$ cat src/rtl/cwd_pkg.sv
// What this block does
// - Extended-set bit 6 set enables extension and indexed addressing; clear is legacy.
// - Low-voltage programming bit 2 changes only in high-voltage programming mode.
// - Stack-error bit 0 set makes stack full or underflow cause a reset.
// - Unimplemented configuration bits, including protect byte bits 7-4, read zero.
// - Four protect bits guard one block each; one unprotected, zero protected.
// - Protect bits are clear-only; writes may clear but never set them.
// - Protect bits for blocks 2 and 3 exist only on larger memory variants.
// - Unprogrammed values: 0,0,1,0,0101; debug 1, ext 0, lvp 1, stack 1, protect all 1.
package cwd_pkg;

  // ----------------------------------------------------------------
  // Register map
  // ----------------------------------------------------------------
  localparam logic [1:0] CWD_ADDR_OSC = 2'h0;
  localparam logic [1:0] CWD_ADDR_DBG = 2'h1;
  localparam logic [1:0] CWD_ADDR_PROT = 2'h2;
  localparam logic [1:0] CWD_ADDR_STAT = 2'h3;

  // ----------------------------------------------------------------
  // Field positions
  // ----------------------------------------------------------------
  localparam int CWD_OSC_SWITCH_BIT = 7;
  localparam int CWD_OSC_MONITOR_BIT = 6;
  localparam int CWD_OSC_PRIMARY_BIT = 5;
  localparam int CWD_OSC_PLL_BIT = 4;
  localparam int CWD_DBG_DEBUG_BIT = 7;
  localparam int CWD_DBG_EXT_BIT = 6;
  localparam int CWD_DBG_LVP_BIT = 2;
  localparam int CWD_DBG_STACK_BIT = 0;

  // ----------------------------------------------------------------
  // Unprogrammed values and implemented-bit masks
  // ----------------------------------------------------------------
  localparam logic [7:0] CWD_OSC_RESET = 8'h25;
  localparam logic [7:0] CWD_DBG_RESET = 8'h85;
  localparam logic [7:0] CWD_PROT_RESET = 8'h0F;
  localparam logic [7:0] CWD_OSC_MASK = 8'hFF;
  localparam logic [7:0] CWD_DBG_MASK = 8'hC5;
  localparam logic [7:0] CWD_PROT_MASK_SMALL = 8'h03;
  localparam logic [7:0] CWD_PROT_MASK_LARGE = 8'h0F;

  // ----------------------------------------------------------------
  // Oscillator source classes
  // ----------------------------------------------------------------
  typedef enum logic [2:0] {
    CWD_SRC_LP, CWD_SRC_XT, CWD_SRC_HS, CWD_SRC_EC, CWD_SRC_RC, CWD_SRC_INT
  } cwd_src_t;

endpackage

$ cat src/rtl/cwd_osc_decode.sv
`timescale 1ns/100ps
`default_nettype none
module cwd_osc_decode
  import cwd_pkg::*;
(
  // Select field.
  input wire logic [3:0] sel,
  // Decoded source.
  output cwd_src_t src,
  output logic clkout_en,
  output logic crystal
);

  // ----------------------------------------------------------------
  // Source decode
  // ----------------------------------------------------------------
  // Even external clock codes and the RC pair with clock out share one table.
  always_comb begin
    clkout_en = 1'b0;
    unique case (sel)
      4'h0: src = CWD_SRC_LP;
      4'h1: src = CWD_SRC_XT;
      4'h2, 4'h3: src = CWD_SRC_HS;
      4'h4, 4'h5, 4'hA, 4'hB, 4'hC, 4'hD: begin
        src = CWD_SRC_EC;
        clkout_en = (sel == 4'h4) || (sel == 4'hA) || (sel == 4'hC);
      end
      4'h6, 4'h7, 4'hE, 4'hF: begin
        src = CWD_SRC_RC;
        clkout_en = (sel == 4'h6) || (sel == 4'hE);
      end
      4'h8, 4'h9: begin
        src = CWD_SRC_INT;
        clkout_en = (sel == 4'h9);
      end
    endcase
  end

  assign crystal = (src == CWD_SRC_LP) || (src == CWD_SRC_XT) || (src == CWD_SRC_HS);

endmodule
`default_nettype wire

$ cat src/rtl/cwd_config_word.sv
`timescale 1ns/100ps
`default_nettype none
module cwd_config_word
  import cwd_pkg::*;
#(
  parameter bit LARGE_MEMORY = 1'b1
) (
  // Clock and reset.
  input wire logic CORE_CLK,
  input wire logic RESETN,
  // Programmer register port.
  input wire logic [1:0] ADDR,
  input wire logic [7:0] WDATA,
  input wire logic WR,
  input wire logic RD,
  output logic [7:0] RDATA,
  // Mode pin and core events.
  input wire logic HV_PROG_MODE,
  input wire logic PLL_SOFT_ENABLE,
  input wire logic STACK_FAULT,
  // Decoded configuration.
  output logic OSC_SWITCHOVER_EN,
  output logic CLOCK_MONITOR_EN,
  output logic PRIMARY_CLOCK_ALWAYS_ON,
  output logic PLL_ACTIVE,
  output logic [2:0] OSC_SOURCE,
  output logic OSC_CLKOUT_EN,
  output logic DEBUGGER_EN,
  output logic EXTENDED_SET_EN,
  output logic LOW_VOLTAGE_PROG_EN,
  output logic STACK_RESET,
  output logic [3:0] PROTECT_BLOCK,
  output logic SWITCHOVER_ADVISED
);

  // Blocks 2 and 3 only exist on large variants.
  localparam logic [7:0] PROT_MASK = LARGE_MEMORY ? CWD_PROT_MASK_LARGE :
                                                    CWD_PROT_MASK_SMALL;

  logic [7:0] osc_r;
  logic [7:0] dbg_r;
  logic [7:0] prot_r;
  logic hv_meta_r;
  logic hv_r;
  logic [1:0] fault_sync_r;
  logic [7:0] rd_nxt;
  logic [7:0] dbg_nxt;
  cwd_src_t src;
  logic clkout_en;
  logic crystal;

  // ----------------------------------------------------------------
  // Pin synchronisers
  // ----------------------------------------------------------------
  // The mode pin comes from the programmer pins, so it is synchronised.
  always_ff @(posedge CORE_CLK or negedge RESETN) begin
    if (!RESETN) begin
      hv_meta_r <= 1'b0;
      hv_r <= 1'b0;
    end else begin
      hv_meta_r <= HV_PROG_MODE;
      hv_r <= hv_meta_r;
    end
  end

  // Stack faults come from the core clock domain but are staged to the output flop.
  always_ff @(posedge CORE_CLK or negedge RESETN) begin
    if (!RESETN) begin
      fault_sync_r <= 2'h0;
    end else begin
      fault_sync_r <= {fault_sync_r[0], STACK_FAULT};
    end
  end

  // ----------------------------------------------------------------
  // Configuration storage
  // ----------------------------------------------------------------
  // Oscillator byte: a plain programmable byte.
  always_ff @(posedge CORE_CLK or negedge RESETN) begin
    if (!RESETN) begin
      osc_r <= CWD_OSC_RESET;
    end else if (WR && ADDR == CWD_ADDR_OSC) begin
      osc_r <= WDATA & CWD_OSC_MASK;
    end
  end

  // The low-voltage bit keeps its value unless the part is in high-voltage mode.
  always_comb begin
    dbg_nxt = WDATA & CWD_DBG_MASK;
    if (!hv_r) begin
      dbg_nxt[CWD_DBG_LVP_BIT] = dbg_r[CWD_DBG_LVP_BIT];
    end
  end

  always_ff @(posedge CORE_CLK or negedge RESETN) begin
    if (!RESETN) begin
      dbg_r <= CWD_DBG_RESET;
    end else if (WR && ADDR == CWD_ADDR_DBG) begin
      dbg_r <= dbg_nxt;
    end
  end

  // Protect bits only ever clear; a write of one leaves them as they are.
  always_ff @(posedge CORE_CLK or negedge RESETN) begin
    if (!RESETN) begin
      prot_r <= CWD_PROT_RESET & PROT_MASK;
    end else if (WR && ADDR == CWD_ADDR_PROT) begin
      prot_r <= prot_r & WDATA & PROT_MASK;
    end
  end

  // ----------------------------------------------------------------
  // Read port
  // ----------------------------------------------------------------
  // Status word exposes the synchronised mode pin and crystal advisory.
  always_comb begin
    unique case (ADDR)
      CWD_ADDR_OSC: rd_nxt = osc_r;
      CWD_ADDR_DBG: rd_nxt = dbg_r;
      CWD_ADDR_PROT: rd_nxt = prot_r;
      CWD_ADDR_STAT: rd_nxt = {5'h00, crystal, SWITCHOVER_ADVISED, hv_r};
    endcase
  end

  // Read data stands only in the cycle after the strobe.
  always_ff @(posedge CORE_CLK or negedge RESETN) begin
    if (!RESETN) begin
      RDATA <= 8'h00;
    end else begin
      RDATA <= RD ? rd_nxt : 8'h00;
    end
  end

  // ----------------------------------------------------------------
  // Decode
  // ----------------------------------------------------------------
  cwd_osc_decode u_dec (
    .sel(osc_r[3:0]),
    .src(src),
    .clkout_en(clkout_en),
    .crystal(crystal)
  );

  // Registered outputs; they lag the storage by one cycle, harmless for static bytes.
  always_ff @(posedge CORE_CLK or negedge RESETN) begin
    if (!RESETN) begin
      OSC_SWITCHOVER_EN <= 1'b0;
      CLOCK_MONITOR_EN <= 1'b0;
      PRIMARY_CLOCK_ALWAYS_ON <= 1'b1;
      PLL_ACTIVE <= 1'b0;
      OSC_SOURCE <= 3'h0;
      OSC_CLKOUT_EN <= 1'b0;
      DEBUGGER_EN <= 1'b0;
      EXTENDED_SET_EN <= 1'b0;
      LOW_VOLTAGE_PROG_EN <= 1'b1;
      STACK_RESET <= 1'b0;
      PROTECT_BLOCK <= 4'h0;
      SWITCHOVER_ADVISED <= 1'b0;
    end else begin
      OSC_SWITCHOVER_EN <= osc_r[CWD_OSC_SWITCH_BIT];
      CLOCK_MONITOR_EN <= osc_r[CWD_OSC_MONITOR_BIT];
      PRIMARY_CLOCK_ALWAYS_ON <= osc_r[CWD_OSC_PRIMARY_BIT];
      PLL_ACTIVE <= osc_r[CWD_OSC_PLL_BIT] | PLL_SOFT_ENABLE;
      OSC_SOURCE <= 3'(src);
      OSC_CLKOUT_EN <= clkout_en;
      DEBUGGER_EN <= ~dbg_r[CWD_DBG_DEBUG_BIT];
      EXTENDED_SET_EN <= dbg_r[CWD_DBG_EXT_BIT];
      LOW_VOLTAGE_PROG_EN <= dbg_r[CWD_DBG_LVP_BIT];
      STACK_RESET <= fault_sync_r[1] & dbg_r[CWD_DBG_STACK_BIT];
      PROTECT_BLOCK <= ~prot_r[3:0] & PROT_MASK[3:0];
      SWITCHOVER_ADVISED <= crystal & osc_r[CWD_OSC_MONITOR_BIT] &
                            ~osc_r[CWD_OSC_SWITCH_BIT];
    end
  end

endmodule
`default_nettype wire

$ cat config.mk
export PLATFORM = sky130hd
export DESIGN_NAME = cwd_config_word
export DESIGN_NICKNAME = d
export VERILOG_FILES = /design/src/rtl/cwd_pkg.sv /design/src/rtl/cwd_osc_decode.sv /design/src/rtl/cwd_config_word.sv
export SDC_FILE = /design/constraint.sdc
export NUM_CORES = 1
export LEC_CHECK = 0
export ABC_AREA = 1
export BUFFER_PORTS_ARGS = -buffer_cell sky130_fd_sc_hd__buf_2
export CAP_MARGIN = 20
export CORE_MARGIN = 4
export CORE_UTILIZATION = 40
export DETAILED_ROUTE_END_ITERATION = 7
export PLACE_DENSITY = 0.6
export SLEW_MARGIN = 25
export SYNTH_ARGS = -nofsm -noshare
export SYNTH_HDL_FRONTEND = slang
export SYNTH_HIERARCHICAL = 1
export SYNTH_SLANG_ARGS = --single-unit
$ cat constraint.sdc
create_clock -name CORE_CLK -period 1.4 [get_ports CORE_CLK]
set_input_delay 0.14 -clock CORE_CLK [delete_from_list [all_inputs] [get_ports CORE_CLK]]
set_output_delay 0.14 -clock CORE_CLK [all_outputs]
set_load 0.01 [all_outputs]
# Word level (Yosys, flattened, before mapping)
# Index checks and enable logic that the tools add are counted.
[word_totals]
register_bits = 45
[classes]
eq_ne = 20
muxes = 4
bitwise_logic = 8
reduce_logical = 16
[ops]
columns = ["op", "count"]
rows = [
  ["equality test 4 bit, second input constant", 8],
  ["case mux 8 bit (4 select lines)", 1],
  ["case mux 3 bit (6 select lines)", 1],
  ["equality test 4 x 3 -> 1 bit, second input constant", 4],
  ["equality test 4 x 2 -> 1 bit, second input constant", 2],
  ["two-way mux 8 bit", 1],
  ["OR reduction 6 bit", 1],
  ["logical OR 1 bit", 5],
  ["AND 4 bit", 1],
  ["equality test 2 bit, second input constant", 2],
  ["equality test 4 x 1 -> 1 bit, second input constant", 1],
  ["zero test 4 bit", 1],
  ["NOT 4 bit", 1],
  ["OR reduction 2 bit", 2],
  ["OR reduction 4 bit", 1],
  ["AND 1 bit", 3],
  ["equality test 3 x 1 -> 1 bit, second input constant", 1],
  ["equality test 3 x 2 -> 1 bit, second input constant", 1],
  ["logical AND 1 bit", 3],
  ["zero test 3 bit", 1],
  ["case mux 1 bit (3 select lines)", 1],
  ["equality test 2 x 1 -> 1 bit, second input constant", 1],
  ["zero test 2 bit", 1],
  ["NOT 1 bit", 2],
  ["2 further kinds", 2],
]

# Logic depth before layout (Yosys ltp)
[logic_depth]
depth_word = 8
mapped_depth = 6
mapped_depth_nobuf = 5

# Hierarchy
# Netlist, hierarchy kept.
[modules_own_cells]
columns = ["mod", "n_inst", "cells_per_inst", "area_each_um2", "seq_area_each_um2"]
rows = [
  ["cwd_config_word", 1, 139, 1624.1, 1141.1],
  ["cwd_osc_decode", 1, 20, 78.8, 0.0],
]

# Worst setup path before layout
# OpenSTA, ideal clock, no wires.
[synth_path]
path_type = "reg2reg"
start = "register osc_r[2]"
end = "register RDATA[2]"
setup_ns = 0.121
t_arrival_ns = 0.835
slack_ns = 0.444
stages_incl_launch_ff = 6
period_less_slack_ns = 0.956
path_cell_list = "dfstp_2 nor2_2 nand3_1 nand2_1 nor2_1 nor2_1"
[synth_via]
elab_chain_len = 8
[synth_rtl]
columns = ["element", "line_no", "source"]
rows = [
  ["from (decl)", "cwd_config_word.sv:40", "logic [7:0] osc_r;"],
  ["from (signal assigned)", "cwd_config_word.sv:83", "osc_r <= WDATA & CWD_OSC_MASK;"],
  ["equality test 4 x 3 -> 1 bit, or another cell as far along", "cwd_osc_decode.sv:20", "unique case (sel)"],
  ["OR reduction 6 bit, or another cell as far along", "cwd_osc_decode.sv:20", ""],
  ["case mux 3 bit (6 select lines) *", "cwd_osc_decode.sv:20", ""],
  ["equality test 3 x 1 -> 1 bit / zero test 3 bit (equally long branches)", "cwd_osc_decode.sv:39", "assign crystal = (src == CWD_SRC_LP) || (src == CWD_SRC_XT) || (src == CWD_SRC_HS);"],
  ["logical OR 1 bit", "cwd_osc_decode.sv:39", ""],
  ["logical OR 1 bit *", "cwd_osc_decode.sv:39", ""],
  ["named net crystal", "cwd_config_word.sv:50", "logic crystal;"],
  ["case mux 8 bit (4 select lines) *", "cwd_config_word.sv:117", "unique case (ADDR)"],
  ["two-way mux 8 bit *", "cwd_config_word.sv:130", "RDATA <= RD ? rd_nxt : 8'h00;"],
  ["to (signal assigned)", "cwd_config_word.sv:130", ""],
  ["to (decl)", "cwd_config_word.sv:16", "output logic [7:0] RDATA,"],
]
# The timed path passes the listed nets; every way through them passes the cells marked *.
# A chain may end at the register's enable or synchronous reset.

# Worst setup path after layout
[layout_path]
start = "register LOW_VOLTAGE_PROG_EN"
end = "output port LOW_VOLTAGE_PROG_EN"
[layout_lines]
columns = ["element", "line_no", "source"]
rows = [
  ["from (decl)", "cwd_config_word.sv:30", "output logic LOW_VOLTAGE_PROG_EN,"],
  ["from (signal assigned)", "cwd_config_word.sv:168", "LOW_VOLTAGE_PROG_EN <= dbg_r[CWD_DBG_LVP_BIT];"],
]
# No word-level cell between the ends.

==> results.json <==
{
  "status": "finished, final reports clean",
  "totalNegativeSetupSlack_ps": 0,
  "clockRootBuffer": "clkbuf_8",
  "ys_types": 20,
  "cts_tree": "yes",
  "maxCapViolations": 0,
  "clk_pin_slew_ps": 80,
  "num_vias": 1182,
  "setup_viol": 0,
  "grt_pass1_vias": 1194,
  "post_cts_buffers": 0,
  "cts_buffers": 5,
  "die_h_um": 73.2,
  "synth_top_family_by_area": "simple AND/OR/NAND/NOR gates",
  "ir_drop_v": 0.000699,
  "instances_no_fill": 258,
  "synth_warnings": 6,
  "synth_adder_area_share_pct": 0,
  "slowest_delay_ps": 520,
  "antenna_cells": 0,
  "rsz0062_at_grt": "no",
  "cts_max_level": 2,
  "min_period_ps": 1070,
  "yosys.area_share.simple_pct": 17.8,
  "synth_compound_area_share_pct": 7.94,
  "ys_top_cells_by_area": "dfrtp_1, dfstp_2, nand2_1, inv_1, nand3_1",
  "final-seq-area_mm2": 0.00114,
  "crit_path_end": "LOW_VOLTAGE_PROG_EN",
  "r2r-start": "osc_r[2]$_DFFE_PN1P_",
  "firstDrtPassIters": 4,
  "ant_nets": 0,
  "vias_per_cell": 4.58,
  "area_growth_pct": 22.4,
  "synth_seq_cells": 45,
  "synth_top_area_share_pct": 48.5,
  "initial_core_util_pct": 42.0,
  "ys_seq_area_share_pct": 67.0,
  "timing.fmax_mhz": 936,
  "power_density_mw_per_mm2": 1360,
  "finalMaxSlewViolations": 0,
  "die_area_mm2": 0.00536,
  "syn_inst": 159,
  "cp.arrival_ps": 930,
  "critPathMaxFanout": 1,
  "gp_congestion": 0.875,
  "multiInputGateArea_um2": 438,
  "worstMarginPinSlew_ps": 489,
  "critical-path-top-delay-family": "flip-flops",
  "start_kind": "register",
  "reg2regPathDepth": 5,
  "fillers": 374,
  "skew_ps": 2.87,
  "hp-class": "input pin to register",
  "critPathLaunch": "LOW_VOLTAGE_PROG_EN$_DFF_PN1_",
  "fin_util_pct": 51.4,
  "path_buf_inv": 1,
  "fp.dieW_um": 73.2,
  "coreArea_mm2": 0.00406,
  "synth_mux_area_share_pct": 0,
  "worst_slack_ps": 331,
  "worst_path_max_delay_cell": "dfstp_2",
  "drcViolationCount": 0,
  "worstSetupEndpointType": "primary output",
  "drive_gt1_share_pct": 36.5,
  "placed_cell_area_mm2": 0.00195,
  "cts.path.max_buffers": 2,
  "rr_endpoint": "RDATA[2]$_DFF_PN0_",
  "crit_cells": 1,
  "synth_area_per_cell_um2": 10.7,
  "io_buffers": 41,
  "dp_cells": 247,
  "num_io_pins": 42,
  "nets": 224,
  "antenna_found_initial": 0,
  "path_class": "register to primary output",
  "clk_latency_ps": 290,
  "yosysTopAreaCell": "dfrtp_1",
  "grt_pass1_wl_um": 5550,
  "power_mw": 2.84,
  "worstPathCellList": "buf_2",
  "power.leakage_nw": 1.08,
  "syn_nets": 176,
  "wl_um": 3090,
  "netlist_area_mm2": 0.00170,
  "dp_hpwl_um": 2390,
  "rrSetupSlack_ps": 370,
  "post_drt_wl_per_cell_um": 12.0,
  "synth_xor_area_share_pct": 0,
  "drt_iter0_drc": 56,
  "hold_violations": 0,
  "clkSinkCount": 45,
  "dp_slack_ps": 354,
  "fin_area_mm2": 0.00208,
  "fin_hold_ws_ps": 33.1,
  "grt_max_degree": 25,
  "maxSlewHeadroom_pct": 67.4,
  "std_cell_rows": 23,
  "track_usage_pct": 13.6,
  "gr-total-overflow": 0,
  "cp_data_required_time_ps": 1260,
  "fin_crit_sh_pct": 76.3
}
==> layout make-up <==
type                            count  share of cell area, %
Sequential cell                    45                   54.7
Multi-Input combinational cell     87                   21.0
Timing Repair Buffer               45                   12.2
Clock buffer                        7                   4.62
Inverter                           23                   4.14
Tap cell                           50                   3.00
Clock inverter                      1                  0.240
==> what timing repair did <==
item / CTS / global route
hold buffers: 3 / 0
setup endpoints to repair: 0 / 0
endpoints found under the hold margin: 18 / 0
resized for setup: 0 / 0
==> cell families after synthesis <==
family / after synthesis
AND/OR/NAND/NOR: 66
AO/OA/AOI/OAI: 21
flip-flops: 45
buffers and inverters: 27
==> flip-flops by register name, summed over array words and instances (netlist names), 2 cells and up <==
register / flops
RDATA: 8
OSC_SOURCE: 3
fault_sync_r: 2
PROTECT_BLOCK: 4
dbg_r: 4
osc_r: 8
prot_r: 4
==> per-layer routing <==
| layer | GRT usage, % | up-vias | wire length (um) |
|---|---|---|---|
| met4 | 4.71 | 0 | 38 |
| met2 | 21.8 | 43 | 1470 |
| met1 | 17.1 | 546 | 1330 |
| li1 | - | 588 | - |
| met5 | 0 | - | 0 |
| met3 | 4.68 | 5 | 255 |
==> where the power goes <==
group / switching (mW) / internal, mW
Combinational: 0.260 / 0.172
Clock: 0.397 / 0.446
Sequential: 0.0804 / 1.49
Total: 0.738 / 2.10
==> cell usage after synthesis <==
cell	number
a21oi_1	6
a21oi_2	2
nor2_1	13
dfstp_2	12
nor2_2	1
inv_2	1
clkbuf_1	1
or2_2	1
o21ai_1	4
buf_6	3
nand2_4	1
nand3_1	13
dfrtp_1	33
o21ai_0	3
nor2_8	1
nand2_1	34
inv_1	22
nand4_1	1
nor2_4	1
o21ai_2	6
==> cells in the final DEF (no fill, tap or decap) <==
master          n
dfstp_2        12
buf_12          1
dfrtp_1        33
or2_2           1
nor2_8          1
o21ai_2         6
nand3_1        13
nor2_4          1
inv_1          22
clkinv_2        1
inv_2           1
nand2_4         1
nor2_1         13
o21ai_1         4
buf_2          41
clkbuf_8        7
nor2_2          1
o21ai_0         3
a21oi_1         6
nand4_1         1
nand2_1        34
dlygate4sd3_1   3
a21oi_2         2
==> worst min-delay path by stage <==
| stage | start | endpoint | cells past startpoint |
|---|---|---|---|
| 2_1_floorplan | RESETN | CLOCK_MONITOR_EN$_DFF_PN0_ | 0 |
| 3_3_place_gp | RESETN | PLL_ACTIVE$_DFF_PN0_ | 1 |
| 3_5_place_dp | RESETN | PLL_ACTIVE$_DFF_PN0_ | 1 |
| 4_1_cts | PLL_SOFT_ENABLE | PLL_ACTIVE$_DFF_PN0_ | 2 |
| 5_1_grt | PLL_SOFT_ENABLE | PLL_ACTIVE$_DFF_PN0_ | 2 |
| 6_report | PLL_SOFT_ENABLE | PLL_ACTIVE$_DFF_PN0_ | 2 |
(Power assumes the default switching activity.)
